`src/hw/csrb_pkg.sv`:
```
package csrb_pkg;

	// DSP register addresses
	localparam logic [15:0] ADDR_IRQ_GATE = 16'hD002;
	localparam logic [15:0] ADDR_EVENTS = 16'hD003;
	localparam logic [15:0] ADDR_STAT_CNT = 16'hD004;
	localparam logic [15:0] ADDR_STAT_MAX = 16'hD005;
	localparam logic [15:0] ADDR_HOST_CFG = 16'hD148;

	// Host port address of the configuration register
	localparam logic [7:0] UP_ADDR_HOST_CFG = 8'h48;

	// Frame-rate and scrambler RAM control fields
	localparam int FRC_RATE_BIT = 9;
	localparam int FRC_RAM_BIT = 8;
	localparam logic FRC_RATE_RST = 1'b0;
	localparam logic FRC_RAM_RST = 1'b0;

	// Interrupt gate, event and statistics fields
	localparam int IRQ_GATE_BIT = 0;
	localparam logic IRQ_GATE_RST = 1'b0;
	localparam int EV_BOTH_BIT = 0;
	localparam int EV_FRAME_BIT = 1;
	localparam int EV_PULSE_BIT = 2;
	localparam logic [7:0] STAT_MAX_RST = 8'h00;
	localparam logic [7:0] STAT_CNT_TOP = 8'hFF;

	// Host interface configuration fields
	localparam int CFG_DMA_EN = 0;
	localparam int CFG_FLY_BY = 1;
	localparam int CFG_PERIPH_XFER = 2;
	localparam int CFG_ACK_PULSE = 3;
	localparam int CFG_IRQ_EN = 4;
	localparam int CFG_IRQ_DRIVE = 5;
	localparam int CFG_IRQ_POL = 6;
	localparam int CFG_DMA_POL = 7;
	localparam int CFG_BUS_MODE = 8;
	localparam logic [7:0] HOST_CFG_RST = 8'h00;

	// Scrambler RAM write masks
	localparam logic [2:0] RAM_MASK_ALL = 3'h7;
	localparam logic [2:0] RAM_MASK_TEST = 3'h1;

	// Frame timing
	localparam int unsigned CLK_HZ = 125000000;
	localparam int unsigned FRAME_LO_HZ = 16000;
	localparam int unsigned FRAME_HI_HZ = 96000;
	localparam int unsigned FRAME_LO_CYC = CLK_HZ / FRAME_LO_HZ;
	localparam int unsigned FRAME_HI_CYC = CLK_HZ / FRAME_HI_HZ;
	localparam int DIV_W = 13;

	typedef enum logic [1:0] {
		CAP_FILL1,
		CAP_FILL2,
		CAP_TAKE,
		CAP_DONE
	} csrb_cap_state_t;

endpackage

```
`src/hw/csrb_pin_if.sv`:
```
`timescale 1ns/100ps
`default_nettype none
interface csrb_pin_if;
	logic active;
	logic enable;
	logic push_pull;
	logic high_active;
	logic pin_o;
	logic pin_oe_n;

	modport ctrl (output active, output enable, output push_pull, output high_active, input pin_o, input pin_oe_n);
	modport drv (input active, input enable, input push_pull, input high_active, output pin_o, output pin_oe_n);
endinterface
`default_nettype wire

```
`src/hw/csrb_sync_edge.sv`:
```
`timescale 1ns/100ps
`default_nettype none
module csrb_sync_edge (
	input wire logic ref_clk,
	input wire logic reset_n,
	input wire logic pin_in,
	output logic level,
	output logic rise
);
	logic meta_ff, nxt_meta;
	logic sync_ff, nxt_sync;
	logic last_ff, nxt_last;
	logic rise_ff, nxt_rise;

	always_comb begin
		nxt_meta = pin_in;
		nxt_sync = meta_ff;
		nxt_last = sync_ff;
		nxt_rise = sync_ff & ~last_ff;
	end

	always_ff @(posedge ref_clk or negedge reset_n) begin
		if (!reset_n) begin
			meta_ff <= 1'b0;
			sync_ff <= 1'b0;
			last_ff <= 1'b0;
			rise_ff <= 1'b0;
		end else begin
			meta_ff <= nxt_meta;
			sync_ff <= nxt_sync;
			last_ff <= nxt_last;
			rise_ff <= nxt_rise;
		end
	end

	assign level = sync_ff;
	assign rise = rise_ff;
endmodule
`default_nettype wire

```
`src/hw/csrb_irq_pin.sv`:
```
`timescale 1ns/100ps
`default_nettype none
module csrb_irq_pin (
	input wire logic ref_clk,
	input wire logic reset_n,
	csrb_pin_if.drv pin
);
	logic pin_o_ff, nxt_pin_o;
	logic pin_oe_n_ff, nxt_pin_oe_n;
	logic asserted;
	logic level;

	always_comb begin
		asserted = pin.active & pin.enable;
		level = pin.high_active ? asserted : ~asserted;
		if (pin.push_pull) begin
			nxt_pin_o = level;
			nxt_pin_oe_n = 1'b0;
		end else begin
			// Open drain only pulls low
			nxt_pin_o = 1'b0;
			nxt_pin_oe_n = level;
		end
	end

	always_ff @(posedge ref_clk or negedge reset_n) begin
		if (!reset_n) begin
			pin_o_ff <= 1'b0;
			pin_oe_n_ff <= 1'b1;
		end else begin
			pin_o_ff <= nxt_pin_o;
			pin_oe_n_ff <= nxt_pin_oe_n;
		end
	end

	assign pin.pin_o = pin_o_ff;
	assign pin.pin_oe_n = pin_oe_n_ff;
endmodule
`default_nettype wire

```
`src/hw/csrb_reg_bank.sv`:
```
// How it works
// - Frame tick 16 kHz or 96 kHz
// - Test mode lets only first RAM write
// - Frame-rate register DSP write-only, bits reset 0
// - Mask bit gates serial interrupt, resets 0
// - Undefined bits read zero
// - Frame sync rise sets flag 1
// - Flag 0 when both flags set
// - Counter survives reset, clears at next frame sync rise after read
// - Max count register, low byte, resets 0
// - Bit 0 DMA, bit 1 fly-by
// - Bit 2 enables peripheral event transfers
// - Bit 3 picks acknowledge pulse for vector
// - Bit 5 drive mode, bit 6 level
// - Bit 8 bus mode captured after reset release
`timescale 1ns/100ps
`default_nettype none
module csrb_reg_bank #(
	parameter int unsigned FRAME_LO_CYC = csrb_pkg::FRAME_LO_CYC
) (
	input wire logic ref_clk,
	input wire logic reset_n,
	input wire logic [15:0] dsp_addr,
	input wire logic dsp_rd,
	input wire logic dsp_wr,
	input wire logic [15:0] dsp_wdata,
	output logic [15:0] dsp_rdata,
	input wire logic frc_wr,
	input wire logic [15:0] frc_wdata,
	input wire logic [7:0] up_addr,
	input wire logic up_rd,
	input wire logic up_wr,
	input wire logic [7:0] up_wdata,
	output logic [7:0] up_rdata,
	input wire logic frame_sync_pin,
	input wire logic pulse_frame_sync_pin,
	input wire logic bus_mode_pin,
	input wire logic serial_ctrl_irq_src,
	output logic serial_ctrl_irq,
	input wire logic stat_event,
	output logic stat_max_reached,
	input wire logic [2:0] scrambler_ram_wr_req,
	output logic [2:0] scrambler_ram_wr_allow,
	output logic frame_rate_sel,
	output logic scram_ram_wr_en,
	output logic serial_frame_tick,
	output logic dma_en,
	output logic fly_by_sel,
	output logic periph_event_xfer_en,
	output logic ack_pulse_sel,
	output logic bus_mode,
	input wire logic dma_req_rx_src,
	input wire logic dma_req_tx_src,
	output logic dma_req_rx,
	output logic dma_req_tx,
	input wire logic irq_src,
	output logic irq_out_pin_o,
	output logic irq_out_pin_oe_n
);
	localparam logic [12:0] LO_LAST = 13'(FRAME_LO_CYC - 1);
	localparam logic [12:0] HI_LAST = 13'(csrb_pkg::FRAME_HI_CYC - 1);

	function automatic logic dsp_hit(input logic [15:0] addr, input logic [15:0] reg_addr);
		dsp_hit = (addr == reg_addr);
	endfunction

	// Synchronised pins
	logic frame_sync_lvl, frame_sync_rise;
	logic pulse_frame_sync_lvl, pulse_frame_sync_rise;
	logic bus_mode_lvl;

	csrb_sync_edge u_frame_sync (
		.ref_clk(ref_clk),
		.reset_n(reset_n),
		.pin_in(frame_sync_pin),
		.level(frame_sync_lvl),
		.rise(frame_sync_rise)
	);

	csrb_sync_edge u_pulse_sync (
		.ref_clk(ref_clk),
		.reset_n(reset_n),
		.pin_in(pulse_frame_sync_pin),
		.level(pulse_frame_sync_lvl),
		.rise(pulse_frame_sync_rise)
	);

	csrb_sync_edge u_bus_mode (
		.ref_clk(ref_clk),
		.reset_n(reset_n),
		.pin_in(bus_mode_pin),
		.level(bus_mode_lvl),
		.rise()
	);

	logic dsp_rd_events, dsp_rd_stat;
	assign dsp_rd_events = dsp_rd & dsp_hit(dsp_addr, csrb_pkg::ADDR_EVENTS);
	assign dsp_rd_stat = dsp_rd & dsp_hit(dsp_addr, csrb_pkg::ADDR_STAT_CNT);

	// Control registers
	logic frame_rate_ff, nxt_frame_rate;
	logic ram_wr_en_ff, nxt_ram_wr_en;
	logic irq_gate_ff, nxt_irq_gate;
	logic [7:0] stat_max_ff, nxt_stat_max;
	logic [7:0] host_cfg_ff, nxt_host_cfg;

	always_comb begin
		nxt_frame_rate = frame_rate_ff;
		nxt_ram_wr_en = ram_wr_en_ff;
		nxt_irq_gate = irq_gate_ff;
		nxt_stat_max = stat_max_ff;
		nxt_host_cfg = host_cfg_ff;
		if (frc_wr) begin
			nxt_frame_rate = frc_wdata[csrb_pkg::FRC_RATE_BIT];
			nxt_ram_wr_en = frc_wdata[csrb_pkg::FRC_RAM_BIT];
		end
		if (dsp_wr) begin
			if (dsp_hit(dsp_addr, csrb_pkg::ADDR_IRQ_GATE)) begin
				nxt_irq_gate = dsp_wdata[csrb_pkg::IRQ_GATE_BIT];
			end else if (dsp_hit(dsp_addr, csrb_pkg::ADDR_STAT_MAX)) begin
				nxt_stat_max = dsp_wdata[7:0];
			end
		end
		if (up_wr && up_addr == csrb_pkg::UP_ADDR_HOST_CFG) begin
			nxt_host_cfg = up_wdata;
		end
	end

	always_ff @(posedge ref_clk or negedge reset_n) begin
		if (!reset_n) begin
			frame_rate_ff <= csrb_pkg::FRC_RATE_RST;
			ram_wr_en_ff <= csrb_pkg::FRC_RAM_RST;
			irq_gate_ff <= csrb_pkg::IRQ_GATE_RST;
			stat_max_ff <= csrb_pkg::STAT_MAX_RST;
			host_cfg_ff <= csrb_pkg::HOST_CFG_RST;
		end else begin
			frame_rate_ff <= nxt_frame_rate;
			ram_wr_en_ff <= nxt_ram_wr_en;
			irq_gate_ff <= nxt_irq_gate;
			stat_max_ff <= nxt_stat_max;
			host_cfg_ff <= nxt_host_cfg;
		end
	end

	// Bus mode capture after reset release
	csrb_pkg::csrb_cap_state_t cap_ff, nxt_cap;
	logic bus_mode_ff, nxt_bus_mode;

	always_comb begin
		nxt_cap = cap_ff;
		nxt_bus_mode = bus_mode_ff;
		case (cap_ff)
			csrb_pkg::CAP_FILL1: begin
				nxt_cap = csrb_pkg::CAP_FILL2;
			end
			csrb_pkg::CAP_FILL2: begin
				nxt_cap = csrb_pkg::CAP_TAKE;
			end
			csrb_pkg::CAP_TAKE: begin
				nxt_bus_mode = bus_mode_lvl;
				nxt_cap = csrb_pkg::CAP_DONE;
			end
			default: begin
				nxt_cap = csrb_pkg::CAP_DONE;
			end
		endcase
	end

	always_ff @(posedge ref_clk or negedge reset_n) begin
		if (!reset_n) begin
			cap_ff <= csrb_pkg::CAP_FILL1;
			bus_mode_ff <= 1'b0;
		end else begin
			cap_ff <= nxt_cap;
			bus_mode_ff <= nxt_bus_mode;
		end
	end

	// Sticky sync event flags
	logic ev_frame_ff, nxt_ev_frame;
	logic ev_pulse_ff, nxt_ev_pulse;
	logic ev_both_ff, nxt_ev_both;

	always_comb begin
		nxt_ev_frame = frame_sync_rise | (ev_frame_ff & ~dsp_rd_events);
		nxt_ev_pulse = pulse_frame_sync_rise | (ev_pulse_ff & ~dsp_rd_events);
		nxt_ev_both = (nxt_ev_frame & nxt_ev_pulse) | (ev_both_ff & ~dsp_rd_events);
	end

	always_ff @(posedge ref_clk or negedge reset_n) begin
		if (!reset_n) begin
			ev_frame_ff <= 1'b0;
			ev_pulse_ff <= 1'b0;
			ev_both_ff <= 1'b0;
		end else begin
			ev_frame_ff <= nxt_ev_frame;
			ev_pulse_ff <= nxt_ev_pulse;
			ev_both_ff <= nxt_ev_both;
		end
	end

	// Statistics counter, deliberately not reset
	logic [7:0] stat_cnt_ff, nxt_stat_cnt;
	logic stat_read_ff, nxt_stat_read;
	logic stat_max_hit_ff, nxt_stat_max_hit;

	always_comb begin
		nxt_stat_cnt = stat_cnt_ff;
		nxt_stat_read = stat_read_ff | dsp_rd_stat;
		if (dsp_wr && dsp_hit(dsp_addr, csrb_pkg::ADDR_STAT_CNT)) begin
			nxt_stat_cnt = dsp_wdata[7:0];
		end else if (frame_sync_rise && stat_read_ff) begin
			nxt_stat_cnt = 8'h00;
		end else if (stat_event && stat_cnt_ff != csrb_pkg::STAT_CNT_TOP) begin
			nxt_stat_cnt = stat_cnt_ff + 8'h01;
		end
		if (frame_sync_rise) begin
			nxt_stat_read = dsp_rd_stat;
		end
		nxt_stat_max_hit = (stat_cnt_ff >= stat_max_ff);
	end

	always_ff @(posedge ref_clk) begin
		stat_cnt_ff <= nxt_stat_cnt;
	end

	always_ff @(posedge ref_clk or negedge reset_n) begin
		if (!reset_n) begin
			stat_read_ff <= 1'b0;
			stat_max_hit_ff <= 1'b0;
		end else begin
			stat_read_ff <= nxt_stat_read;
			stat_max_hit_ff <= nxt_stat_max_hit;
		end
	end

	// Serial controller frame divider
	logic [12:0] div_ff, nxt_div;
	logic tick_ff, nxt_tick;
	logic [12:0] div_last;

	always_comb begin
		div_last = frame_rate_ff ? HI_LAST : LO_LAST;
		if (div_ff >= div_last) begin
			nxt_div = 13'h0000;
			nxt_tick = 1'b1;
		end else begin
			nxt_div = div_ff + 13'h0001;
			nxt_tick = 1'b0;
		end
	end

	always_ff @(posedge ref_clk or negedge reset_n) begin
		if (!reset_n) begin
			div_ff <= 13'h0000;
			tick_ff <= 1'b0;
		end else begin
			div_ff <= nxt_div;
			tick_ff <= nxt_tick;
		end
	end

	// Read data and gated outputs
	logic [15:0] dsp_rdata_ff, nxt_dsp_rdata;
	logic [7:0] up_rdata_ff, nxt_up_rdata;
	logic serial_irq_ff, nxt_serial_irq;
	logic [2:0] ram_allow_ff, nxt_ram_allow;
	logic dma_rx_ff, nxt_dma_rx;
	logic dma_tx_ff, nxt_dma_tx;
	logic [15:0] cfg_word;

	always_comb begin
		cfg_word = 16'h0000;
		cfg_word[7:0] = host_cfg_ff;
		cfg_word[csrb_pkg::CFG_BUS_MODE] = bus_mode_ff;
		nxt_dsp_rdata = 16'h0000;
		if (dsp_rd) begin
			if (dsp_hit(dsp_addr, csrb_pkg::ADDR_IRQ_GATE)) begin
				nxt_dsp_rdata[csrb_pkg::IRQ_GATE_BIT] = irq_gate_ff;
			end else if (dsp_hit(dsp_addr, csrb_pkg::ADDR_EVENTS)) begin
				nxt_dsp_rdata[csrb_pkg::EV_BOTH_BIT] = ev_both_ff;
				nxt_dsp_rdata[csrb_pkg::EV_FRAME_BIT] = ev_frame_ff;
				nxt_dsp_rdata[csrb_pkg::EV_PULSE_BIT] = ev_pulse_ff;
			end else if (dsp_hit(dsp_addr, csrb_pkg::ADDR_STAT_CNT)) begin
				nxt_dsp_rdata[7:0] = stat_cnt_ff;
			end else if (dsp_hit(dsp_addr, csrb_pkg::ADDR_STAT_MAX)) begin
				nxt_dsp_rdata[7:0] = stat_max_ff;
			end else if (dsp_hit(dsp_addr, csrb_pkg::ADDR_HOST_CFG)) begin
				nxt_dsp_rdata = cfg_word;
			end
		end
		nxt_up_rdata = 8'h00;
		if (up_rd && up_addr == csrb_pkg::UP_ADDR_HOST_CFG) begin
			nxt_up_rdata = host_cfg_ff;
		end
		nxt_serial_irq = serial_ctrl_irq_src & irq_gate_ff;
		nxt_ram_allow = scrambler_ram_wr_req
			& (ram_wr_en_ff ? csrb_pkg::RAM_MASK_ALL : csrb_pkg::RAM_MASK_TEST);
		nxt_dma_rx = dma_req_rx_src ^ host_cfg_ff[csrb_pkg::CFG_DMA_POL];
		nxt_dma_tx = dma_req_tx_src ^ host_cfg_ff[csrb_pkg::CFG_DMA_POL];
	end

	always_ff @(posedge ref_clk or negedge reset_n) begin
		if (!reset_n) begin
			dsp_rdata_ff <= 16'h0000;
			up_rdata_ff <= 8'h00;
			serial_irq_ff <= 1'b0;
			ram_allow_ff <= 3'h0;
			dma_rx_ff <= 1'b0;
			dma_tx_ff <= 1'b0;
		end else begin
			dsp_rdata_ff <= nxt_dsp_rdata;
			up_rdata_ff <= nxt_up_rdata;
			serial_irq_ff <= nxt_serial_irq;
			ram_allow_ff <= nxt_ram_allow;
			dma_rx_ff <= nxt_dma_rx;
			dma_tx_ff <= nxt_dma_tx;
		end
	end

	// Interrupt request pin
	csrb_pin_if irq_pin ();

	assign irq_pin.active = irq_src;
	assign irq_pin.enable = host_cfg_ff[csrb_pkg::CFG_IRQ_EN];
	assign irq_pin.push_pull = host_cfg_ff[csrb_pkg::CFG_IRQ_DRIVE];
	assign irq_pin.high_active = host_cfg_ff[csrb_pkg::CFG_IRQ_POL];

	csrb_irq_pin u_irq_pin (
		.ref_clk(ref_clk),
		.reset_n(reset_n),
		.pin(irq_pin.drv)
	);

	assign irq_out_pin_o = irq_pin.pin_o;
	assign irq_out_pin_oe_n = irq_pin.pin_oe_n;

	assign dsp_rdata = dsp_rdata_ff;
	assign up_rdata = up_rdata_ff;
	assign serial_ctrl_irq = serial_irq_ff;
	assign stat_max_reached = stat_max_hit_ff;
	assign scrambler_ram_wr_allow = ram_allow_ff;
	assign frame_rate_sel = frame_rate_ff;
	assign scram_ram_wr_en = ram_wr_en_ff;
	assign serial_frame_tick = tick_ff;
	assign dma_en = host_cfg_ff[csrb_pkg::CFG_DMA_EN];
	assign fly_by_sel = host_cfg_ff[csrb_pkg::CFG_FLY_BY];
	assign periph_event_xfer_en = host_cfg_ff[csrb_pkg::CFG_PERIPH_XFER];
	assign ack_pulse_sel = host_cfg_ff[csrb_pkg::CFG_ACK_PULSE];
	assign bus_mode = bus_mode_ff;
	assign dma_req_rx = dma_rx_ff;
	assign dma_req_tx = dma_tx_ff;
endmodule
`default_nettype wire

```
`config.mk`:
```
export PLATFORM = sky130hd
export DESIGN_NAME = csrb_reg_bank
export DESIGN_NICKNAME = d
export VERILOG_FILES = /design/src/hw/csrb_pkg.sv /design/src/hw/csrb_pin_if.sv /design/src/hw/csrb_sync_edge.sv /design/src/hw/csrb_irq_pin.sv /design/src/hw/csrb_reg_bank.sv
export SDC_FILE = /design/constraint.sdc
export NUM_CORES = 1
export LEC_CHECK = 0
export ABC_AREA = 1
export BUFFER_PORTS_ARGS = -buffer_cell sky130_fd_sc_hd__buf_2
export CAP_MARGIN = 20
export CORE_UTILIZATION = 56
export CTS_CLUSTER_DIAMETER = 40
export CTS_CLUSTER_SIZE = 16
export DETAILED_ROUTE_END_ITERATION = 12
export PLACE_DENSITY = 0.93
export SETUP_SLACK_MARGIN = 0.4
export SYNTH_ARGS = -nofsm -noshare
export SYNTH_HDL_FRONTEND = slang
export SYNTH_HIERARCHICAL = 1
export SYNTH_SLANG_ARGS = --single-unit
```
`constraint.sdc`:
```
create_clock -name ref_clk -period 3.31 [get_ports ref_clk]
set_input_delay 0.1655 -clock ref_clk [delete_from_list [all_inputs] [get_ports ref_clk]]
set_output_delay 0.1655 -clock ref_clk [all_outputs]
set_load 0.05 [all_outputs]
```
==> results of run 1 <==
[power by group]
part	internal (mW)	total (mW)	leakage, nW	switching (mW)
logic	0.0870	0.258	1.60	0.171
registers	1.08	1.10	1.01	0.0274
clock network	0.430	0.791	0.108	0.360
[state kept, by name (all words and copies together), names as in the netlist, 2 cells and up]
register	count
stat_max_ff	8
cap_ff	2
div_ff	13
host_cfg_ff	8
dsp_rdata	9
stat_cnt_ff	8
scrambler_ram_wr_allow	3
up_rdata	8
[layout by cell type, fill, tap and decap left out, drive strengths merged, types with 8 or more instances in the layout]
cell	count
edfxtp	8
inv	77
xor2	11
nand2	71
a21oi	22
dlygate4sd3	9
nand3	19
o21ai	26
buf	93
nor2	68
dfrtp	75
clkbuf	11
nand4	9
o22ai	12
ha	18
[layer usage]
metal / track usage [%] / wire (um) / up-vias / share of wire, %
li1: - / - / 1629 / -
met1: 28.9 / 3560 / 1578 / 42
met2: 39.4 / 4290 / 134 / 50
met3: 4.57 / 545 / 13 / 6.4
met4: 8.36 / 115 / 0 / 1.4
met5: 0 / 0 / - / 0
[stage by stage]
step           instance area, um2  utilization (%)  hold slack, ns  worst slack [ns]  power, mW
2_1_floorplan                4200                -          -0.130              1.32       1.28
4_1_cts                      5010             69.5         0.00273              1.36       2.16
3_3_place_gp                 4710             65.3           0.274              1.46       1.36
5_1_grt                      5010             69.5         0.00959              1.15       2.24
3_5_place_dp                 4710             65.3           0.276              1.41       1.37
6_report                     5010             69.5         0.00980              1.32       2.15
[final timing paths]
kind,cells after the start,slack (ns),from,endpoint
hold reg to reg,0,0.35,u_frame_sync/meta_ff,u_frame_sync/level
hold / removal,3,0.01,serial_ctrl_irq_src,serial_ctrl_irq
min in group asynchronous,2,0.49,reset_n,dma_req_tx
setup / recovery,7,1.32,frame_rate_sel,div_ff[3]
setup reg to reg,7,1.32,frame_rate_sel,div_ff[3]
max in group asynchronous,2,2.21,reset_n,stat_max_ff[1]
[cell type report]
cell class / instances / area (um2)
clock buffer: 11 / 131
clock inverter: 5 / 83.8
fill: 543 / 2200
inverter: 75 / 289
multi-input combinational: 281 / 1690
sequential: 84 / 2140
tap: 99 / 124
timing repair buffer: 102 / 558
[worst max-delay path: stages (launching register included)]
cell     delay (ns)
dfrtp_1        0.50
inv_1          0.16
ha_1           0.34
nand4_1        0.09
nand3_1        0.09
a21oi_1        0.08
o21ai_2        0.46
nor3b_1        0.12
[what timing repair did]
item / in CTS / in global routing
hold buffers: 9 / 0
endpoints found under the hold margin: 83 / 0
buffers inserted: 0 / 0
==> summary.txt, run 1 <==
final HPWL from detailed placement = 6.25 mm
Max VDD drop = 320 uV
WL final = 8.51 mm
clock sink count = 84
Core Box Area = 7210 um2
Critical Path Fanout Max = 14
die span in y = 88.4 um
fin cells = 657
CTS Buffer Depth = 2
DIE AREA = 7810 um2
maxcap violations = 0
final setup violation count = 0
total CTS buffers = 9
worst slew pin tran = 0.929 ns
Total GRT Usage = 23.0%
relative slew slack = 38.1%
Iter 0 DRT Violations = 207
Root Driver = clkbuf_8
share of cells above drive strength 1 = 28.1%
Hold Crit Class = input port to flip-flop
status = completed
synthesis-to-layout area growth = 20.0%
CP Data Required Time = 3.51 ns
worst endpoint data arrival time = 2.19 ns
Routed Antenna Nets = 0
Die X = 88.4 um
global route overflow = 0
Antenna Diode Count = 0
clock slew at reported path FFs = 0.09 ns
Final Net Count = 653
GPL Wtd Cong = 0.873
post-synthesis cell count = 444
first-pass GRT wire length = 13.9 mm
Row Count = 31
io pins = 123
drt first pass iters = 5
clk_lat worst skew = 0.35 ns
fin crit share = 60.0%
Hold Vio Cnt, Final = 0
min Tclk post-route = 1.99 ns
Resized cells post-CTS = 0
Worst setup EP type = flip-flop
Routed WL per cell = 12.9 um
Initial Utilization = 57.9%
Leak = 2.72 nW
number of instances in the placed design = 632
final slew viol count = 0
Post-Syn Area = 4180 um2
fmax = 0.503 GHz
Syn Area/Cell = 9.41 um2
pwr/cell area = 429 nW/um2
Critical Path Source Type = flip-flop
Post-route DRC = 0
RSZ-0062 raised after global routing = no
H-tree levels = 3
crit path kind = flip-flop to flip-flop
final setup TNS = 0 ns
vias = 3354
initial antenna violation count = 0
# port buffers = 93
Clock Skews = 0.0101 ns
CTS tree = yes
Via density = 5.11
vias in the first global route = 3159
largest net degree at the start of global routing = 77
Syn. warnings = 6
Power figures use the tool's default switching activity.
==> run 2, diff against run 1 <==
--- a/config.mk
+++ b/config.mk
@@ -8,11 +8,11 @@
 export ABC_AREA = 1
 export BUFFER_PORTS_ARGS = -buffer_cell sky130_fd_sc_hd__buf_2
 export CAP_MARGIN = 20
-export CORE_UTILIZATION = 56
+export CORE_UTILIZATION = 47
 export CTS_CLUSTER_DIAMETER = 40
 export CTS_CLUSTER_SIZE = 16
 export DETAILED_ROUTE_END_ITERATION = 12
-export PLACE_DENSITY = 0.93
+export PLACE_DENSITY = 0.84
 export SETUP_SLACK_MARGIN = 0.4
 export SYNTH_ARGS = -nofsm -noshare
 export SYNTH_HDL_FRONTEND = slang
==> constraint.sdc (replaced) <==
create_clock -name ref_clk -period 1.6 [get_ports ref_clk]
set_input_delay 0.08 -clock ref_clk [delete_from_list [all_inputs] [get_ports ref_clk]]
set_output_delay 0.08 -clock ref_clk [all_outputs]
set_load 0.05 [all_outputs]
==> summary.txt, run 2 (synthesized netlist as in run 1, its figures left out) <==
status = finished with violations (was completed)
violated checks = negative setup slack
Routed Antenna Nets = 0 (unchanged)
GPL Wtd Cong = 0.904 (was 0.873)
final instance area = 5720 um2 (was 5010 um2)
sw frac = 25.4% (was 26.0%)
Antenna Diode Count = 0 (unchanged)
vias = 3447 (was 3354)
Post-DP Area = 4940 um2 (was 4710 um2)
Largest register FFs = 13 (unchanged)
internal power contribution = 3.50 mW (was 1.59 mW)
drt first pass iters = 4 (was 5)
clock slew at reported path FFs = 0.08 ns (was 0.09 ns)
worst slack at placement = -0.185 ns (was 1.41 ns)
Biggest register = div_ff (unchanged)
fin crit share = 114% (was 60.0%)
CTS tree = yes (unchanged)
final worst-path setup slack = -0.224 ns (was 1.32 ns)
Met3 Wirelength = 506 um (was 545 um)
Hold Crit Class = input port to flip-flop (unchanged)
min Tclk post-route = 1.82 ns (was 1.99 ns)
io pins = 123 (unchanged)
final setup violation count = 14 (was 0)
Iter 0 DRT Violations = 122 (was 207)
maxcap violations = 0 (unchanged)
Row Count = 34 (was 31)
H-tree levels = 3 (unchanged)
initial antenna violation count = 0 (unchanged)
Final Net Count = 693 (was 653)
Clock Skews = 0.00957 ns (was 0.0101 ns)
Met1 Wirelength = 4.08 mm (was 3.56 mm)
clock sink count = 84 (unchanged)
Root Driver = clkbuf_8 (unchanged)
max incr delay on CP = 0.58 ns (was 0.50 ns)
most frequent cells in the layout = buf_2 (91), dfrtp_1 (74), inv_1 (66) (was buf_2 (92), dfrtp_1 (75), inv_1 (70))
Critical Path Source Type = flip-flop (unchanged)
final slew viol count = 0 (unchanged)
crit path kind = flip-flop to flip-flop (unchanged)
clock power share = 35.7% (was 36.7%)
sequential share of power = 48.9% (was 51.3%)
share of cells above drive strength 1 = 37.5% (was 28.1%)
Critical Path Fanout Max = 7 (was 14)
# port buffers = 93 (unchanged)
commonest non-fill, non-tap cell in the layout = buf_2 (unchanged)
largest net degree at the start of global routing = 43 (was 77)
CP delay by family, top = flip-flops (was compound AO/OA/AOI/OAI gates)
Core Box Area = 8680 um2 (was 7210 um2)
WL final = 9.69 mm (was 8.51 mm)
first-pass GRT wire length = 15.1 mm (was 13.9 mm)
vias in the first global route = 3301 (was 3159)
Max VDD drop = 801 uV (was 320 uV)
CTS Buffer Depth = 2 (unchanged)
final HPWL from detailed placement = 6.69 mm (was 6.25 mm)
met2 WL = 4.92 mm (was 4.29 mm)
final setup TNS = -2.38 ns (was 0 ns)
Gate power share = 15.4% (was 12.0%)
Routed WL per cell = 13.7 um (was 12.9 um)
Via density = 4.88 (was 5.11)
Sw Pwr = 1.19 mW (was 0.559 mW)
Initial Utilization = 48.1% (was 57.9%)
Leak = 2.96 nW (was 2.72 nW)
CP Data Required Time = 1.87 ns (was 3.51 ns)
pwr/cell area = 820 nW/um2 (was 429 nW/um2)
worst path cell trace = inv_6 > ha_4 > a21oi_2 > o21ai_1 > a21oi_1 > o21ai_2 > buf_4 > nor3b_2 (was inv_1 > ha_1 > nand4_1 > nand3_1 > a21oi_1 > o21ai_2 > nor3b_1)
Pwr Total = 4.69 mW (was 2.15 mW)
total CTS buffers = 9 (unchanged)
global route overflow = 0 (unchanged)
Hold Vio Cnt, Final = 0 (unchanged)
clk_lat worst skew = 0.35 ns (about the same)
Die X = 96.3 um (was 88.4 um)
highest metal used = met4 (unchanged)
Post-route DRC = 0 (unchanged)
Total GRT Usage = 21.8% (was 23.0%)
CP bufs+invs = 2 (was 1)
Worst setup EP type = flip-flop (unchanged)
fmax = 0.548 GHz (was 0.503 GHz)
synthesis-to-layout area growth = 36.8% (was 20.0%)
slowest CP cell = dfrtp_4 (was dfrtp_1)
die span in y = 96.3 um (was 88.4 um)
RSZ-0062 raised after global routing = yes (was no)
DIE AREA = 9270 um2 (was 7810 um2)
Hold WS = 0.0121 ns (was 0.00980 ns)
worst endpoint data arrival time = 2.09 ns (was 2.19 ns)
[run 2: cell count changes in the layout (fill, tap and decap cells not counted), sizes merged]
cell	previous run	this run
inv	77	75
clkinv	1	2
buf	93	116
dlygate4sd3	9	26
clkbuf	11	12
[run 2: layout make-up]
cell class,count,area (um2)
sequential,84,2150
multi-input combinational,281,1950
inverter,75,304
fill,662,2960
clock inverter,4,70.1
clock buffer,12,156
timing repair buffer,142,950
tap,108,135
[run 2: path summary, 6_finish.rpt]
kind | start | endpoint | slack [ns] | depth (start not counted)
max | frame_rate_sel | div_ff[3] | -0.22 | 8
min | up_wdata[7] | host_cfg_ff[7] | 0.01 | 3
max reg2reg | frame_rate_sel | div_ff[3] | -0.22 | 8
min reg2reg | u_frame_sync/meta_ff | u_frame_sync/level | 0.35 | 0
max in group asynchronous | reset_n | frame_rate_sel | 0.95 | 3
min in group asynchronous | reset_n | stat_max_reached | 0.14 | 2
[run 2: per-layer routing]
metal	GRT usage, %	vias up
met4	7.84	0
met3	4.74	17
li1	-	1710
met2	38.0	114
met5	0	-
met1	26.6	1606
[run 2: power groups by stage]
| stage | Sequential (mW) | Combinational (mW) | Clock [mW] |
|---|---|---|---|
| finish | 2.29 | 0.723 | 1.67 |
| global route | 2.30 | 0.784 | 1.80 |
| CTS | 2.29 | 0.686 | 1.73 |
| detailed placement | 2.33 | 0.560 | 0 |
| global placement | 2.32 | 0.538 | 0 |
| floorplan | 2.41 | 0.255 | 0 |
[run 2: worst min-delay path, cell delays in order]
cell	delay [ns]
buf_2	0.08
nor2_1	0.04
a21oi_1	0.12
[run 2: per-stage QoR]
step	cells	utilization [%]
global route	706	65.9
global placement	654	56.9
floorplan	450	-
detailed placement	654	56.9
CTS	704	64.7
finish	706	65.9
[run 2: repair_timing]
item | CTS | global route
resized for setup | 29 | 22
hold buffers | 26 | 0
hold endpoints to repair | 100 | 0
cloned | 0 | 0
pin swaps | 12 | 9
setup buffers | 8 | 2
endpoints found under the setup margin | 29 | 33
==> run 3, diff against run 2 <==
--- a/config.mk
+++ b/config.mk
@@ -5,10 +5,9 @@
 export SDC_FILE = /design/constraint.sdc
 export NUM_CORES = 1
 export LEC_CHECK = 0
-export ABC_AREA = 1
 export BUFFER_PORTS_ARGS = -buffer_cell sky130_fd_sc_hd__buf_2
 export CAP_MARGIN = 20
-export CORE_UTILIZATION = 47
+export CORE_UTILIZATION = 46
 export CTS_CLUSTER_DIAMETER = 40
 export CTS_CLUSTER_SIZE = 16
 export DETAILED_ROUTE_END_ITERATION = 12
==> summary.txt, run 3 <==
status = finished with violations (unchanged)
violated checks = negative setup slack (unchanged)
CP Data Required Time = 1.87 ns (about the same)
Sw Pwr = 1.18 mW (was 1.19 mW)
initial antenna violation count = 0 (unchanged)
worst endpoint data arrival time = 2.14 ns (was 2.09 ns)
final HPWL from detailed placement = 6.77 mm (was 6.69 mm)
Initial Utilization = 47.7% (was 48.1%)
Syn. warnings = 6 (unchanged)
first-pass GRT wire length = 15.5 mm (was 15.1 mm)
Post-route DRC = 0 (unchanged)
clock slew at reported path FFs = 0.08 ns (about the same)
Final Net Count = 621 (was 693)
Via density = 5.31 (was 4.88)
vias in the first global route = 3257 (was 3301)
commonest non-fill, non-tap cell in the layout = buf_2 (unchanged)
final setup violation count = 14 (unchanged)
post-synthesis cell count = 352 (was 444)
clk_lat worst skew = 0.34 ns (was 0.35 ns)
Total GRT Usage = 22.9% (was 21.8%)
DIE AREA = 8940 um2 (was 9270 um2)
Syn Area/Cell = 11.2 um2 (was 9.41 um2)
synthesis-to-layout area growth = 44.8% (was 36.8%)
CP Launch Point = frame_rate_sel (unchanged)
min Tclk post-route = 1.87 ns (was 1.82 ns)
largest net degree at the start of global routing = 32 (was 43)
drt first pass iters = 5 (was 4)
final setup TNS = -3.40 ns (was -2.38 ns)
Worst R2R Setup Slack = -0.27 ns (was -0.22 ns)
io pins = 123 (unchanged)
Critical Path Fanout Max = 14 (was 7)
final slew viol count = 0 (unchanged)
Reg2Reg Depth = 6 (was 8)
Biggest register = div_ff (unchanged)
fin crit share = 117% (was 114%)
internal power contribution = 3.23 mW (was 3.50 mW)
clock power share = 32.5% (was 35.7%)
Max VDD drop = 476 uV (was 801 uV)
Worst setup EP type = flip-flop (unchanged)
Routed Antenna Nets = 0 (unchanged)
Largest register FFs = 13 (unchanged)
RR Startpoint = frame_rate_sel (unchanged)
Die X = 94.6 um (was 96.3 um)
vias = 3349 (was 3447)
worst slack at placement = -0.277 ns (was -0.185 ns)
Hold Vio Cnt, Final = 0 (unchanged)
reg2reg end = div_ff[12] (was div_ff[3])
RSZ-0062 raised after global routing = yes (unchanged)
Iter 0 DRT Violations = 128 (was 122)
Gate power share = 15.6% (was 15.4%)
fmax = 0.535 GHz (was 0.548 GHz)
Hold Crit Class = input port to flip-flop (unchanged)
sw frac = 26.7% (was 25.4%)
Pwr Total = 4.41 mW (was 4.69 mW)
# port buffers = 93 (unchanged)
Leak = 2.84 nW (was 2.96 nW)
H-tree levels = 3 (unchanged)
WL final = 10.3 mm (was 9.69 mm)
share of cells above drive strength 1 = 41.8% (was 37.5%)
global route overflow = 0 (unchanged)
clock sink count = 84 (unchanged)
CTS tree = yes (unchanged)
Antenna Diode Count = 0 (unchanged)
Core Box Area = 8260 um2 (was 8680 um2)
fin cells = 631 (was 706)
Hold WS = 0.0417 ns (was 0.0121 ns)
crit path kind = flip-flop to flip-flop (unchanged)
number of instances in the placed design = 571 (was 654)
GPL Wtd Cong = 0.890 (was 0.904)
CTS Buffer Depth = 2 (unchanged)
Row Count = 33 (was 34)
final worst-path setup slack = -0.270 ns (was -0.224 ns)
most frequent cells in the layout = buf_2 (87), dfrtp_1 (73), buf_4 (32) (was buf_2 (91), dfrtp_1 (74), inv_1 (66))
maxcap violations = 0 (unchanged)
Worst Setup EP = div_ff[12] (was div_ff[3])
Routed WL per cell = 16.4 um (was 13.7 um)
Hold Startpoint = dsp_wdata[4] (was up_wdata[7])
Clock Skews = 0.00961 ns (was 0.00957 ns)
total CTS buffers = 9 (unchanged)
sequential share of power = 51.8% (was 48.9%)
Post-Syn Area = 3940 um2 (was 4180 um2)
die span in y = 94.6 um (was 96.3 um)
Root Driver = clkbuf_8 (unchanged)
pwr/cell area = 773 nW/um2 (was 820 nW/um2)
Critical Path Source Type = flip-flop (unchanged)
-- run 3: worst max-delay path, cell delays in order, from the launching register on --
cell and delay [ns]:
dfrtp_4 0.54, ha_4 0.22, a21o_1 0.15, a211o_1 0.29
a221oi_4 0.28, o21ai_4 0.17, nor2_1 0.14
-- run 3: power groups by stage --
stage	sequential [mW]	clock [mW]	combinational [mW]
3_5_place_dp	2.33	0	0.519
5_1_grt	2.30	1.55	0.738
6_report	2.29	1.44	0.690
3_3_place_gp	2.32	0	0.501
2_1_floorplan	2.41	0	0.217
4_1_cts	2.28	1.46	0.626
-- run 3: metal layers --
metal	part of all wire [%]	track usage, %	vias up
met2	52	39.4	133
met5	0	0	-
met4	2.8	8.08	0
met1	40	28.2	1628
li1	-	-	1557
met3	5.3	5.39	31
-- run 3: worst min-delay path by stage --
stage | to | slack [ns] | depth (start not counted)
floorplan | bus_mode | -0.22 | 0
global placement | up_rdata[6] | 0.03 | 1
detailed placement | dma_req_rx | 0.03 | 1
CTS | stat_max_ff[4] | 0.02 | 3
global route | stat_max_ff[4] | 0.002 | 3
finish | stat_max_ff[4] | 0.04 | 3
-- run 3: final cells by class --
class,instances,area (um2)
Multi-Input combinational cell,246,1990
Sequential cell,84,2150
Clock buffer,14,173
Inverter,14,60.1
Timing Repair Buffer,166,1190
Fill cell,603,2550
Tap cell,105,131
Clock inverter,2,16.3
-- run 3: metrics by stage --
stage,instance area [um2],util (%)
floorplan,4130,-
global placement,4830,58.5
detailed placement,4830,58.5
CTS,5510,66.8
global route,5710,69.1
finish,5710,69.1
-- run 3: what timing repair did --
item | 4_1_cts | 5_1_grt
hold buffers | 29 | 0
hold endpoints to repair | 77 | 0
gates resized for setup | 36 | 20
setup endpoints to repair | 45 | 50
cloned | 0 | 1
buffers inserted | 5 | 9
pin swaps | 17 | 19
